===== src/design/hpp_map.vh =====
// field positions, widths and codes of the host register-access port
`ifndef HPP_MAP_VH
`define HPP_MAP_VH

// bus widths
`define HPP_ADDR_W 14
`define HPP_DATA_W 8

// shared data pins used by the serial functions
`define HPP_PIN_CPOL 7
`define HPP_PIN_CPHA 6
`define HPP_PIN_SWAP 5
`define HPP_PIN_SCLK 2
`define HPP_PIN_MOSI 1
`define HPP_PIN_MISO 0

// serial control word: read flag, 14 address bits, burst flag, then data
`define HPP_CW_RW_POS 5'h00
`define HPP_CW_ADDR_FIRST 5'h01
`define HPP_CW_ADDR_LAST 5'h0e
`define HPP_CW_BURST_POS 5'h0f
`define HPP_CW_DATA_FIRST 5'h10
`define HPP_CW_DATA_LAST 5'h17
`define HPP_CW_DONE 5'h18

// pin output enables
`define HPP_OE_NONE 8'h00
`define HPP_OE_ALL 8'hff
`define HPP_OE_MISO 8'h01

`endif


===== src/design/hpp_sync.v =====
// two-flip-flop synchroniser for a group of pin inputs
module hpp_sync #(
  parameter WIDTH = 1
) (
  input wire clk_i,               // block clock
  input wire rst_i,               // async reset, active high
  input wire [WIDTH-1:0] async_i, // pins from outside the clock domain
  input wire [WIDTH-1:0] rst_val_i, // not used; both stages reset to all ones
  output reg [WIDTH-1:0] sync_o   // synchronised copy
);

  reg [WIDTH-1:0] meta_reg;

  // first stage is read by the second stage only
  always @(posedge clk_i or posedge rst_i) begin
    if (rst_i) begin
      meta_reg <= {WIDTH{1'b1}};
      sync_o <= {WIDTH{1'b1}};
    end else begin
      meta_reg <= async_i;
      sync_o <= meta_reg;
    end
  end

endmodule // hpp_sync


===== src/design/hpp_port.v =====
// host register-access port: parallel strobe bus or slave serial port
`include "hpp_map.vh"

module hpp_port #(
  parameter ADDR_W = `HPP_ADDR_W,
  parameter DATA_W = `HPP_DATA_W
) (
  input wire clk_i,                    // 100 MHz block clock
  input wire rst_i,                    // async reset, active high
  input wire [DATA_W-1:0] data_pin_i,  // shared data pins, level seen
  output reg [DATA_W-1:0] data_pin_o,  // value driven onto data pins
  output reg [DATA_W-1:0] data_pin_oe_o, // high where block drives pin
  input wire [ADDR_W-1:0] addr_pin_i,  // parallel register address
  input wire chip_select_n_i,          // chip select, active low
  input wire read_strobe_n_i,          // read or data strobe, low
  input wire write_strobe_n_i,         // write strobe or read/write flag
  input wire serial_port_sel_i,        // 1 serial, 0 parallel
  input wire bus_timing_select_i,      // 1 data-strobe timing
  output reg [ADDR_W-1:0] reg_addr_o,  // register address to core
  output reg [DATA_W-1:0] reg_wdata_o, // write data to core
  output reg reg_wr_o,                 // one-cycle write pulse
  output reg reg_rd_o,                 // one-cycle read pulse
  input wire [DATA_W-1:0] reg_rdata_i, // read data, valid cycle after rd
  output reg serial_mode_o             // serial mode in force
);

  // parallel read sequencer states
  localparam PS_IDLE = 2'h0;
  localparam PS_FETCH = 2'h1;
  localparam PS_DRIVE = 2'h2;
  localparam SYNC_W = DATA_W + ADDR_W + 5;

  // next bit of a shifting-in byte, order chosen by the swap setting
  function [DATA_W-1:0] hpp_shift_in;
    input [DATA_W-1:0] cur;
    input din;
    input msb_first;
    begin
      if (msb_first) begin
        hpp_shift_in = {cur[DATA_W-2:0], din};
      end else begin
        hpp_shift_in = {din, cur[DATA_W-1:1]};
      end
    end
  endfunction

  // bit to present next when shifting a byte out
  function hpp_out_bit;
    input [DATA_W-1:0] cur;
    input msb_first;
    begin
      if (msb_first) begin
        hpp_out_bit = cur[DATA_W-1];
      end else begin
        hpp_out_bit = cur[0];
      end
    end
  endfunction

  // byte after one bit has gone out
  function [DATA_W-1:0] hpp_shift_out;
    input [DATA_W-1:0] cur;
    input msb_first;
    begin
      if (msb_first) begin
        hpp_shift_out = {cur[DATA_W-2:0], 1'b0};
      end else begin
        hpp_shift_out = {1'b0, cur[DATA_W-1:1]};
      end
    end
  endfunction

  wire [SYNC_W-1:0] pins_async;
  wire [SYNC_W-1:0] pins_s;
  wire [DATA_W-1:0] data_s;
  wire [ADDR_W-1:0] addr_s;
  wire cs_n_s;
  wire rd_n_s;
  wire wr_n_s;
  wire sel_s;
  wire bts_s;

  // every pin passes two flops before any logic looks at it
  assign pins_async = {data_pin_i, addr_pin_i, chip_select_n_i,
                       read_strobe_n_i, write_strobe_n_i,
                       serial_port_sel_i, bus_timing_select_i};

  hpp_sync #(
    .WIDTH(SYNC_W)
  ) u_sync (
    .clk_i(clk_i),
    .rst_i(rst_i),
    .async_i(pins_async),
    .rst_val_i({SYNC_W{1'b1}}),
    .sync_o(pins_s)
  );

  assign data_s = pins_s[SYNC_W-1:ADDR_W+5];
  assign addr_s = pins_s[ADDR_W+4:5];
  assign cs_n_s = pins_s[4];
  assign rd_n_s = pins_s[3];
  assign wr_n_s = pins_s[2];
  assign sel_s = pins_s[1];
  assign bts_s = pins_s[0];

  reg cs_n_d_reg;
  reg rd_n_d_reg;
  reg sclk_d_reg;
  reg wr_n_d_reg;
  reg [1:0] p_state_reg;
  reg cfg_cpol_reg;
  reg cfg_cpha_reg;
  reg cfg_msb_reg;
  reg [4:0] bit_cnt_reg;
  reg rw_flag_reg;
  reg burst_flag_reg;
  reg [ADDR_W-1:0] s_addr_reg;
  reg [DATA_W-1:0] s_data_reg;
  reg [DATA_W-1:0] tx_reg;
  reg inc_pend_reg;
  reg rd_pend_reg;
  reg rd_cap_reg;

  wire sclk_s;
  wire mosi_s;
  wire sclk_rise;
  wire sclk_fall;
  wire samp_edge;
  wire shift_edge;
  wire ser_active;
  wire ser_start;
  wire par_read;
  wire par_write;
  wire [DATA_W-1:0] s_data_next;

  assign sclk_s = data_s[`HPP_PIN_SCLK];
  assign mosi_s = data_s[`HPP_PIN_MOSI];
  assign sclk_rise = sclk_s & ~sclk_d_reg;
  assign sclk_fall = ~sclk_s & sclk_d_reg;
  // equal polarity and phase samples on the rising edge
  assign samp_edge = (cfg_cpol_reg == cfg_cpha_reg) ? sclk_rise
                                                    : sclk_fall;
  assign shift_edge = (cfg_cpol_reg == cfg_cpha_reg) ? sclk_fall
                                                     : sclk_rise;
  assign ser_active = sel_s & ~cs_n_s;
  assign ser_start = sel_s & ~cs_n_s & cs_n_d_reg;
  assign s_data_next = hpp_shift_in(s_data_reg, mosi_s, cfg_msb_reg);

  // strobes count only with select low; data-strobe timing reads the
  // write pin as a read/write flag, high meaning read
  assign par_read = ~sel_s & ~cs_n_s & ~rd_n_s &
                    (bts_s ? wr_n_s : 1'b1);
  assign par_write = ~sel_s & ~cs_n_s &
                     (bts_s ? (rd_n_s & ~rd_n_d_reg & ~wr_n_s)
                            : (wr_n_s & ~wr_n_d_reg));

  // edge history of the synchronised strobes and serial clock
  always @(posedge clk_i or posedge rst_i) begin
    if (rst_i) begin
      cs_n_d_reg <= 1'b1;
      rd_n_d_reg <= 1'b1;
      wr_n_d_reg <= 1'b1;
      sclk_d_reg <= 1'b1; // sync resets high, so no false edge
    end else begin
      cs_n_d_reg <= cs_n_s;
      rd_n_d_reg <= rd_n_s;
      wr_n_d_reg <= wr_n_s;
      sclk_d_reg <= sclk_s;
    end
  end

  // serial settings caught once per frame, so mid-frame pin wiggles on
  // the config pins cannot reshape a transfer in flight
  always @(posedge clk_i or posedge rst_i) begin
    if (rst_i) begin
      cfg_cpol_reg <= 1'b0;
      cfg_cpha_reg <= 1'b0;
      cfg_msb_reg <= 1'b0;
      serial_mode_o <= 1'b0;
    end else begin
      serial_mode_o <= sel_s;
      if (ser_start) begin
        cfg_cpol_reg <= data_s[`HPP_PIN_CPOL];
        cfg_cpha_reg <= data_s[`HPP_PIN_CPHA];
        cfg_msb_reg <= data_s[`HPP_PIN_SWAP];
      end
    end
  end

  // serial control word and data assembly
  always @(posedge clk_i or posedge rst_i) begin
    if (rst_i) begin
      bit_cnt_reg <= 5'h00;
      rw_flag_reg <= 1'b0;
      burst_flag_reg <= 1'b0;
      s_addr_reg <= {ADDR_W{1'b0}};
      s_data_reg <= {DATA_W{1'b0}};
    end else if (!ser_active) begin
      bit_cnt_reg <= 5'h00;
    end else if (samp_edge && bit_cnt_reg != `HPP_CW_DONE) begin
      // flag positions are fixed; only the fields obey the swap bit
      if (bit_cnt_reg == `HPP_CW_RW_POS) begin
        rw_flag_reg <= mosi_s;
      end else if (bit_cnt_reg <= `HPP_CW_ADDR_LAST) begin
        if (cfg_msb_reg) begin
          s_addr_reg <= {s_addr_reg[ADDR_W-2:0], mosi_s};
        end else begin
          s_addr_reg <= {mosi_s, s_addr_reg[ADDR_W-1:1]};
        end
      end else if (bit_cnt_reg == `HPP_CW_BURST_POS) begin
        burst_flag_reg <= mosi_s;
      end else begin
        s_data_reg <= s_data_next;
      end
      if (bit_cnt_reg == `HPP_CW_DATA_LAST && burst_flag_reg) begin
        bit_cnt_reg <= `HPP_CW_DATA_FIRST;
      end else begin
        bit_cnt_reg <= bit_cnt_reg + 5'h01;
      end
    end
  end

  // register port, parallel read sequencer and pin drivers share one
  // process so that each output has a single driver
  always @(posedge clk_i or posedge rst_i) begin
    if (rst_i) begin
      p_state_reg <= PS_IDLE;
      reg_addr_o <= {ADDR_W{1'b0}};
      reg_wdata_o <= {DATA_W{1'b0}};
      reg_wr_o <= 1'b0;
      reg_rd_o <= 1'b0;
      data_pin_o <= {DATA_W{1'b0}};
      data_pin_oe_o <= `HPP_OE_NONE;
      tx_reg <= {DATA_W{1'b0}};
      inc_pend_reg <= 1'b0;
      rd_pend_reg <= 1'b0;
      rd_cap_reg <= 1'b0;
    end else begin
      reg_wr_o <= 1'b0;
      reg_rd_o <= 1'b0;
      rd_cap_reg <= reg_rd_o;
      rd_pend_reg <= 1'b0;
      inc_pend_reg <= 1'b0;
      if (!sel_s) begin
        // parallel mode: serial settings play no part here
        tx_reg <= {DATA_W{1'b0}};
        if (par_write) begin
          reg_addr_o <= addr_s;
          reg_wdata_o <= data_s;
          reg_wr_o <= 1'b1;
        end
        case (p_state_reg)
          PS_IDLE: begin
            data_pin_oe_o <= `HPP_OE_NONE;
            if (par_read) begin
              reg_addr_o <= addr_s;
              reg_rd_o <= 1'b1;
              p_state_reg <= PS_FETCH;
            end
          end
          PS_FETCH: begin
            if (rd_cap_reg) begin
              data_pin_o <= reg_rdata_i;
              data_pin_oe_o <= `HPP_OE_ALL;
              p_state_reg <= PS_DRIVE;
            end
          end
          PS_DRIVE: begin
            // release as soon as select or strobe goes away
            if (!par_read) begin
              data_pin_oe_o <= `HPP_OE_NONE;
              p_state_reg <= PS_IDLE;
            end
          end
          default: begin
            data_pin_oe_o <= `HPP_OE_NONE;
            p_state_reg <= PS_IDLE;
          end
        endcase
      end else begin
        p_state_reg <= PS_IDLE;
        if (!ser_active) begin
          // nothing driven outside a serial frame
          data_pin_oe_o <= `HPP_OE_NONE;
        end else begin
          data_pin_oe_o <= `HPP_OE_MISO;
          // whole address known: start a read fetch
          if (samp_edge && bit_cnt_reg == `HPP_CW_BURST_POS) begin
            reg_addr_o <= s_addr_reg;
            reg_rd_o <= rw_flag_reg;
          end
          // last data bit in: write it, then step the address in burst
          if (samp_edge && bit_cnt_reg == `HPP_CW_DATA_LAST) begin
            if (!rw_flag_reg) begin
              reg_wdata_o <= s_data_next;
              reg_wr_o <= 1'b1;
            end
            inc_pend_reg <= burst_flag_reg;
          end
          if (inc_pend_reg) begin
            reg_addr_o <= reg_addr_o + {{(ADDR_W-1){1'b0}}, 1'b1};
            rd_pend_reg <= rw_flag_reg;
          end
          if (rd_pend_reg) begin
            reg_rd_o <= 1'b1;
          end
          // read data arrives a cycle after the fetch pulse
          if (rd_cap_reg) begin
            tx_reg <= reg_rdata_i;
          end else if (shift_edge &&
                       bit_cnt_reg >= `HPP_CW_DATA_FIRST &&
                       bit_cnt_reg != `HPP_CW_DONE && rw_flag_reg) begin
            data_pin_o[`HPP_PIN_MISO] <=
              hpp_out_bit(tx_reg, cfg_msb_reg);
            tx_reg <= hpp_shift_out(tx_reg, cfg_msb_reg);
          end
        end
      end
    end
  end

endmodule // hpp_port


===== config.mk =====
export PLATFORM = sky130hd
export DESIGN_NAME = hpp_port
export DESIGN_NICKNAME = d
export VERILOG_FILES = /design/src/design/hpp_sync.v /design/src/design/hpp_port.v
export VERILOG_INCLUDE_DIRS = /design/src /design/src/design
export SDC_FILE = /design/constraint.sdc
export NUM_CORES = 1
export LEC_CHECK = 0
export ABC_CLOCK_PERIOD_IN_PS = 4490
export BUFFER_PORTS_ARGS = -buffer_cell sky130_fd_sc_hd__buf_4
export CAP_MARGIN = 20
export CORE_MARGIN = 2
export CORE_UTILIZATION = 57
export DETAILED_ROUTE_END_ITERATION = 12
export HOLD_SLACK_MARGIN = 0.06
export PLACE_DENSITY_LB_ADDON = 0.15
export SETUP_SLACK_MARGIN = 0.05
export SYNTH_ARGS = -nofsm -noshare
export SYNTH_HDL_FRONTEND = slang
export SYNTH_SLANG_ARGS = --single-unit

===== constraint.sdc =====
create_clock -name clk_i -period 4.49 [get_ports clk_i]
set_clock_uncertainty 0.2 [all_clocks]
set_input_delay 0.2245 -clock clk_i [delete_from_list [all_inputs] [get_ports clk_i]]
set_output_delay 0.2245 -clock clk_i [all_outputs]
set_load 0.05 [all_outputs]

==> results of run 1 <==
[final cells by class]
class | instances | area, sq um | area share (%)
inverters | 17 | 68.8 | 0.913
well taps | 136 | 170 | 2.26
multi-input cells | 332 | 2260 | 29.9
clock inverters | 7 | 65.1 | 0.863
repair buffers | 116 | 961 | 12.7
clock buffers | 24 | 490 | 6.51
flip-flops and latches | 138 | 3530 | 46.8
[power groups by stage]
stage | registers (mW) | logic (mW) | clock network (mW)
finish | 1.62 | 0.865 | 1.30
global route | 1.64 | 0.926 | 1.38
CTS | 1.61 | 0.867 | 1.32
detailed placement | 1.63 | 0.837 | 0
global placement | 1.62 | 0.820 | 0
floorplan | 1.82 | 0.368 | 0
[kinds of logic (layout without fill, tap and decap cells)]
kind of cell / count (synthesis) / after routing / share of synthesized area (%)
AND/OR/NAND/NOR: 140 / 140 / 11.6
flip-flops: 138 / 138 / 58.6
AO/OA/AOI/OAI: 110 / 110 / 11.6
multiplexers: 68 / 68 / 12.0
buffers and inverters: 49 / 164 / 3.87
XOR/XNOR: 9 / 9 / 1.31
adder cells (fa/ha/maj): 5 / 5 / 1.04
[cells in the mapped netlist, types with 5 or more instances]
cell type	n	area, sq um
o21ai_0	8	40.0
nor3_1	5	25.0
o21ai_1	9	45.0
nand2_1	28	105
nand3_1	13	65.1
nor2_1	54	203
inv_1	16	60.1
a21oi_1	49	245
mux2_2	14	158
nor2b_1	7	43.8
ha_1	5	62.6
xor2_1	5	43.8
dfstp_2	58	1520
mux2_1	19	214
o22ai_1	8	50.1
clkbuf_1	18	67.6
buf_4	6	45.0
dfrtp_1	80	2000
mux2i_1	35	350
a22oi_1	5	37.5
[layer usage]
layer  global-route usage [%]  vias to the layer above
met5                        0                        -
met4                     11.6                        0
met3                     6.02                       29
met2                     40.4                      146
met1                     31.7                     2187
li1                         -                     2028
[metrics by stage]
stage	area, sq um	instances	hold slack [ns]	util [%]
6_report	7540	770	0.143	73.3
5_1_grt	7540	770	0.128	73.3
2_1_floorplan	6010	519	0.0290	-
3_3_place_gp	6620	703	0.132	64.4
3_5_place_dp	6620	703	0.134	64.4
4_1_cts	7540	770	0.123	73.3
[final timing paths]
| path | cells after the start | slack (ns) | start | to |
|---|---|---|---|---|
| worst max-delay path | 5 | 1.28 | u_sync.sync_o[1]$_DFF_PP1_ | s_data_reg[6]$_DFFE_PP0P_ |
| worst min-delay path | 2 | 0.14 | data_pin_i[6] | u_sync.meta_reg[25]$_DFF_PP1_ |
| worst max register to register | 5 | 1.28 | u_sync.sync_o[1]$_DFF_PP1_ | s_data_reg[6]$_DFFE_PP0P_ |
| worst min register to register | 0 | 0.15 | u_sync.meta_reg[21]$_DFF_PP1_ | u_sync.sync_o[21]$_DFF_PP1_ |
| max in group asynchronous | 4 | 2.79 | rst_i | cs_n_d_reg$_DFF_PP1_ |
| min in group asynchronous | 3 | 0.22 | rst_i | s_addr_reg[7]$_DFFE_PP0P_ |
[worst max-delay path, stage by stage (launching register included)]
cell and delay, ns:
dfstp_2 1.02, nand2b_1 0.55, a21o_1 0.33, or4_1 0.72
nand2_1 0.16, o21ai_1 0.08
[timing repair]
action,CTS,global route
hold endpoints to repair,84,0
setup buffers,0,0
hold buffers,36,0
==> impl_results.md, run 1 <==
* Fin crit period at 3.21 ns
* Gate count of the mapped netlist at approximately 520
* Most frequent cells in the layout: dfrtp_1, buf_4, dfstp_2
* TritonCTS clock tree: done
* Die X at 107 microns
* Post-DP HPWL at just over 8000 microns
* Routed len/inst at 16.9 microns
* Total die area at 11,400 sq um
* Sw Pwr at 1.21 mW
* RSZ-0062 raised after global routing: false
* Initial Util at 58.5%
* Critical path arrival at 3.40 ns
* Mapped Area at approximately 6000 sq um
* Sequential Power Share at approximately 43%
* Maximum clock path buffer count at 2
* Worst slew pin tran at roughly 0.82 ns
* Highest routed layer: met4
* Vias at 4,390
* Gates resized, CTS repair at 0
* Pwr Density at 501 nW/um^2
* Worst Setup Path Type: flip-flop to flip-flop
* Internal power at ~2.6 mW
* Setup TNS at 0 ns
* Status: finished clean
* Warnings, synthesis at 0
* Final Hold Vio Count at 0
* Register bit count reported by yosys at 138
* Final setup fails at 0
* Clock transition at the registers of the reported paths at 0.06 ns
* Final WL at 13,000 microns
* Met3 WL at 565 microns
* Fraction of layout cells with a size suffix above 1 at a little over 30%
* GPL Wtd Cong at about 0.85
* Die Ht at 107 microns
* Vias in the first global route at about 4,500
* Largest net degree at the start of global routing at 98
* Crit. End Element: flip-flop
* Syn Nets at approximately 560
* Antenna Nets Post-Route at 0
* Post-synth EDFFs at 0
* Ys flop type: dfrtp_1
* CTS Sinks at ~140
* Final worst slack at 1.28 ns
* Power, Total at 3.78 mW
* Pre-CTS setup slack at 1.36 ns
* DR DRC count at 0
* Row cnt at 37
* Initial antenna violation count at 0
* HP Class: primary input to flip-flop
* Slew margin rel. at between 40% and 50%
* Fmax at 312 MHz
* Max Cap Violations at 0
* Synthesized area per cell at 11.6 sq um
* H-tree Lvls at 4
* Vias/cell at 5.70
* Root Buffer: clkbuf_8
* Comb pwr share at 22.9%
* P_leak at 3.34 nW
* Routed metal-1 wire length at 5560 microns
* Register area share after synthesis at 58.6%
* TritonRoute pass-1 iters at 4
* Tcrit/Tclk final at between 70 and 80%
* Clock network fraction of total power at approximately 34%
* Layout area overhead at 25.3%
* # IOs at 78
* Port Buffers at between 70 and 80
* Grt total ovfl at 0
* Critical Path RT at 4.68 ns
* Fraction of registers with async set/reset at 100%
* Switching part of the total at 32.0%
* Synth cell types at 60
* Worst-path fanout max at 38
* Antenna Cells at 0
* First-pass GRT wire length at 21,900 microns
* Clock Latency Late Sink at around 0.53 ns
* Core area at 10,300 sq um
* Met2 Wirelength at 6570 microns
* GRT Overall Usage at 24.9%
* 1st-iter DRT viols at approximately 230
* Nets@finish at around 660
* Total CTS buffers at 17
* Startpoint types: flip-flop
* Fillers at between 700 and 800
* VDD IR max at between 0.3 and 0.4 mV
* Slew Viols, Final at 0
Power figures use the tool's default switching activity.
==> run 2: changes to the inputs <==
--- a/config.mk
+++ b/config.mk
@@ -6,11 +6,12 @@
 export SDC_FILE = /design/constraint.sdc
 export NUM_CORES = 1
 export LEC_CHECK = 0
-export ABC_CLOCK_PERIOD_IN_PS = 4490
+export ABC_AREA = 1
+export ABC_CLOCK_PERIOD_IN_PS = 3100
 export BUFFER_PORTS_ARGS = -buffer_cell sky130_fd_sc_hd__buf_4
 export CAP_MARGIN = 20
 export CORE_MARGIN = 2
-export CORE_UTILIZATION = 57
+export CORE_UTILIZATION = 58
 export DETAILED_ROUTE_END_ITERATION = 12
 export HOLD_SLACK_MARGIN = 0.06
 export PLACE_DENSITY_LB_ADDON = 0.15
==> constraint.sdc (replaced) <==
create_clock -name clk_i -period 3.1 [get_ports clk_i]
set_clock_uncertainty 0.2 [all_clocks]
set_input_delay 0.155 -clock clk_i [delete_from_list [all_inputs] [get_ports clk_i]]
set_output_delay 0.155 -clock clk_i [all_outputs]
set_load 0.05 [all_outputs]
==> impl_results.md, run 2 <==
* Status: finished clean (unchanged)
* RSZ-0062 raised after global routing: false (unchanged)
* Vias at 5,246 (was 4,390)
* Routed len/inst at 15.2 microns (was 16.9 microns)
* Syn Nets at 746 (was 561)
* Gate count of the mapped netlist at 704 (was 519)
* P_leak at 3.73 nW (was 3.34 nW)
* Comb pwr share at 17.9% (was 22.9%)
* Clock Latency Late Sink at 0.53 ns (about the same)
* Ys flop type: dfrtp_1 (unchanged)
* Antenna Cells at 0 (unchanged)
* Maximum clock path buffer count at 2 (unchanged)
* Initial antenna violation count at 0 (unchanged)
* Tcrit/Tclk final at 78.1% (was 71.4%)
* HP Start: data_pin_i[7] (was data_pin_i[6])
* DR DRC count at 0 (unchanged)
* Worst-path fanout max at 16 (was 38)
* CP Cell Sequence: inv_2 > nor2_1 > nand2_1 > nand2_2 > inv_1 > nand2_1 > nand2_1 > nand2_1 (was nand2b_1 > a21o_1 > or4_1 > nand2_1 > o21ai_1)
* Fillers at 717 (was 711)
* Warnings, synthesis at 0 (unchanged)
* Gates resized, CTS repair at 0 (unchanged)
* Total CTS buffers at 17 (unchanged)
* Fin crit period at 2.42 ns (was 3.21 ns)
* Worst Setup Path Type: flip-flop to flip-flop (unchanged)
* Max Cap Violations at 0 (unchanged)
* Share of the synthesized area in the top cell type at 32.2% (was 33.3%)
* Final setup fails at 0 (unchanged)
* Slew Viols, Final at 0 (unchanged)
* HP Class: primary input to flip-flop (unchanged)
* Layout area overhead at 28.5% (was 25.3%)
* Reg2reg start: u_sync.sync_o[1]$_DFF_PP1_ (unchanged)
* Placed insts at 897 (was 703)
* Largest net degree at the start of global routing at 139 (was 98)
* Final Cell Area at 7980 sq um (was 7540 sq um)
* Worst Hold Depth at 2 (unchanged)
* Final Hold Vio Count at 0 (unchanged)
* Crit. End Element: flip-flop (unchanged)
* Port Buffers at 77 (unchanged)
* Critical path arrival at 2.68 ns (was 3.40 ns)
* Setup TNS at 0 ns (unchanged)
* Antenna Nets Post-Route at 0 (unchanged)
* Pwr Density at 619 nW/um^2 (was 501 nW/um^2)
* Hold Path End: u_sync.meta_reg[26]$_DFF_PP1_ (was u_sync.meta_reg[25]$_DFF_PP1_)
* Synth cell types at 37 (was 60)
* Max incr delay on CP at 0.76 ns (was 1.02 ns)
* GRT Overall Usage at 27.9% (was 24.9%)
* VDD IR max at 0.540 mV (was 0.372 mV)
* Post-synth top cells: nand2_1, inv_1, dfrtp_1 (was dfrtp_1, dfstp_2, nor2_1)
* Mapped Area at 6210 sq um (was 6010 sq um)
* Largest cells by area after synthesis: dfrtp_1, dfstp_2, nand2_1, o21ai_0, inv_1 (was dfrtp_1, dfstp_2, mux2i_1, a21oi_1, mux2_1)
* Post-synth EDFFs at 0 (unchanged)
* Row cnt at 37 (unchanged)
* Nets@finish at 874 (was 664)
* Fmax at 413 MHz (was 312 MHz)
* Root Buffer: clkbuf_8 (unchanged)
* 1st-iter DRT viols at 369 (was 232)
* Initial Util at 59.9% (was 58.5%)
* Util after Layout at 77.0% (was 73.3%)
* Post-DP Area at 6870 sq um (was 6620 sq um)
* TritonRoute pass-1 iters at 5 (was 4)
* Final Instance Count excl. Fillers at 981 (was 770)
* Worst path slowest cell: dfstp_2 (unchanged)
* Die Ht at 107 microns (about the same)
* Synthesized area per cell at 8.82 sq um (was 11.6 sq um)
* Fraction of layout cells with a size suffix above 1 at 23.8% (was 30.4%)
* Reg-to-reg endpoint: reg_addr_o[1]$_DFFE_PP0P_ (was s_data_reg[6]$_DFFE_PP0P_)
* Clock network fraction of total power at 39.6% (was 34.3%)
* Vias/cell at 5.35 (was 5.70)
* Core area at 10,400 sq um (was 10,300 sq um)
* Register area share after synthesis at 56.8% (was 58.6%)
* CP dominant cell by count: nand2_1
* Critical Path RT at 3.36 ns (was 4.68 ns)
* Fraction of registers with async set/reset at 100% (unchanged)
* Sw Pwr at 1.43 mW (was 1.21 mW)
* Vias in the first global route at 5,170 (was 4,514)
* Final WL at 14,900 microns (was 13,000 microns)
* Depth of the most critical reg-to-reg path at 8 (was 5)
* Fin Hold WS at 0.0787 ns (was 0.143 ns)
* Most frequent cells in the layout: nand2_1, buf_4, inv_1, dfrtp_1, o21ai_0 (was dfrtp_1, buf_4, dfstp_2)
* First-pass GRT wire length at 24,800 microns (was 21,900 microns)
* Internal power at 3.51 mW (was 2.57 mW)
* Startpoint types: flip-flop (unchanged)
* Yosys top cell by area: dfrtp_1 (unchanged)
* Total die area at 11,600 sq um (was 11,400 sq um)
* Setup Buffers After CTS at 0 (unchanged)
* Post-DP HPWL at 9320 microns (was 8280 microns)
* Slew margin rel. at 51.8% (was 45.5%)
* Worst slew pin tran at 0.723 ns (was 0.818 ns)
* Commonest non-fill, non-tap cell in the layout: nand2_1
* Clock transition at the registers of the reported paths at 0.06 ns (about the same)
* Die X at 107 microns (about the same)
* CTS Hold Bufs at 50 (was 36)
* Sequential Power Share at 42.5% (was 42.8%)
* Register bit count reported by yosys at 138 (unchanged)
* Flop2flop setup slack at 0.68 ns (was 1.28 ns)
* GPL Wtd Cong at 1.00 (was 0.851)
* Top-count cell post-synth: nand2_1 (was dfrtp_1)
* # IOs at 78 (unchanged)
* Grt total ovfl at 0 (unchanged)
* H-tree Lvls at 4 (unchanged)
* TritonCTS clock tree: done (unchanged)
* CTS Sinks at 138 (unchanged)
* Switching part of the total at 29.0% (was 32.0%)
[run 2: cell count changes after synthesis, sizes merged, moves of 6 or more]
cell / before / now
nor2: 55 / 48
mux2: 33 / 7
mux2i: 35 / 0
nand2: 28 / 203
nor2b: 7 / 0
nand3: 13 / 48
inv: 17 / 83
clkbuf: 18 / 9
o21ai: 17 / 92
a21oi: 49 / 13
nand4: 2 / 8
[run 2: layout make-up]
| class | count | area [sq um] | area share [%] |
|---|---|---|---|
| repair buffers | 136 | 1160 | 14.6 |
| flip-flops and latches | 138 | 3530 | 44.2 |
| well taps | 136 | 170 | 2.13 |
| inverters | 84 | 319 | 4.00 |
| clock buffers | 28 | 569 | 7.13 |
| multi-input cells | 455 | 2210 | 27.7 |
| clock inverters | 4 | 21.3 | 0.267 |
[run 2: cell families (layout without fill, tap and decap cells)]
logic type               Yosys count  in the layout  synth area share, %
AND/OR/NAND/NOR                  317            317                 21.7
adder cells (fa/ha/maj)            5              5                 1.01
multiplexers                       7              7                 1.27
XOR/XNOR                           2              2                0.282
AO/OA/AOI/OAI                    124            124                 11.4
buffers and inverters            111            252                 7.65
flip-flops                       138            138                 56.8
[run 2: worst max-delay path, delay by kind of cell (launching register included)]
kind                   cells  cell delay, ns
buffers and inverters      2            0.46
DFF                        1            0.76
and+or+nand+nor            6            0.92
[run 2: power by group through the flow]
stage	Sequential, mW	Combinational, mW	Clock, mW
CTS	2.10	0.877	1.98
detailed placement	2.12	0.821	0
global route	2.12	0.960	2.07
finish	2.10	0.884	1.96
global placement	2.12	0.803	0
floorplan	2.33	0.345	0
[run 2: metrics by stage]
stage	total power, mW	setup WS [ns]
final	4.94	0.679
after CTS	4.95	0.737
after detailed placement	2.94	0.765
after global routing	5.15	0.505
after global placement	2.92	0.827
after floorplan	2.67	1.07
[run 2: how the worst max path moves through the flow]
stage                                          start                          to  slack [ns]  cells past startpoint
after global placement    u_sync.sync_o[1]$_DFF_PP1_   reg_addr_o[0]$_DFFE_PP0P_        0.83                      8
after CTS                 u_sync.sync_o[1]$_DFF_PP1_   reg_addr_o[1]$_DFFE_PP0P_        0.74                      8
after global routing      u_sync.sync_o[1]$_DFF_PP1_   reg_addr_o[0]$_DFFE_PP0P_        0.50                      8
after detailed placement  u_sync.sync_o[1]$_DFF_PP1_   reg_addr_o[1]$_DFFE_PP0P_        0.77                      8
final                     u_sync.sync_o[1]$_DFF_PP1_   reg_addr_o[1]$_DFFE_PP0P_        0.68                      8
after floorplan                                rst_i  bit_cnt_reg[0]$_DFFE_PP0P_        1.07                      1
[run 2: metal layers]
metal / GRT usage, % / vias to the layer above / share of wire [%]
li1: - / 2514 / -
met5: 0 / - / 0
met4: 10.4 / 0 / 2.2
met1: 37.0 / 2512 / 44
met2: 45.0 / 190 / 48
met3: 6.54 / 30 / 5.2
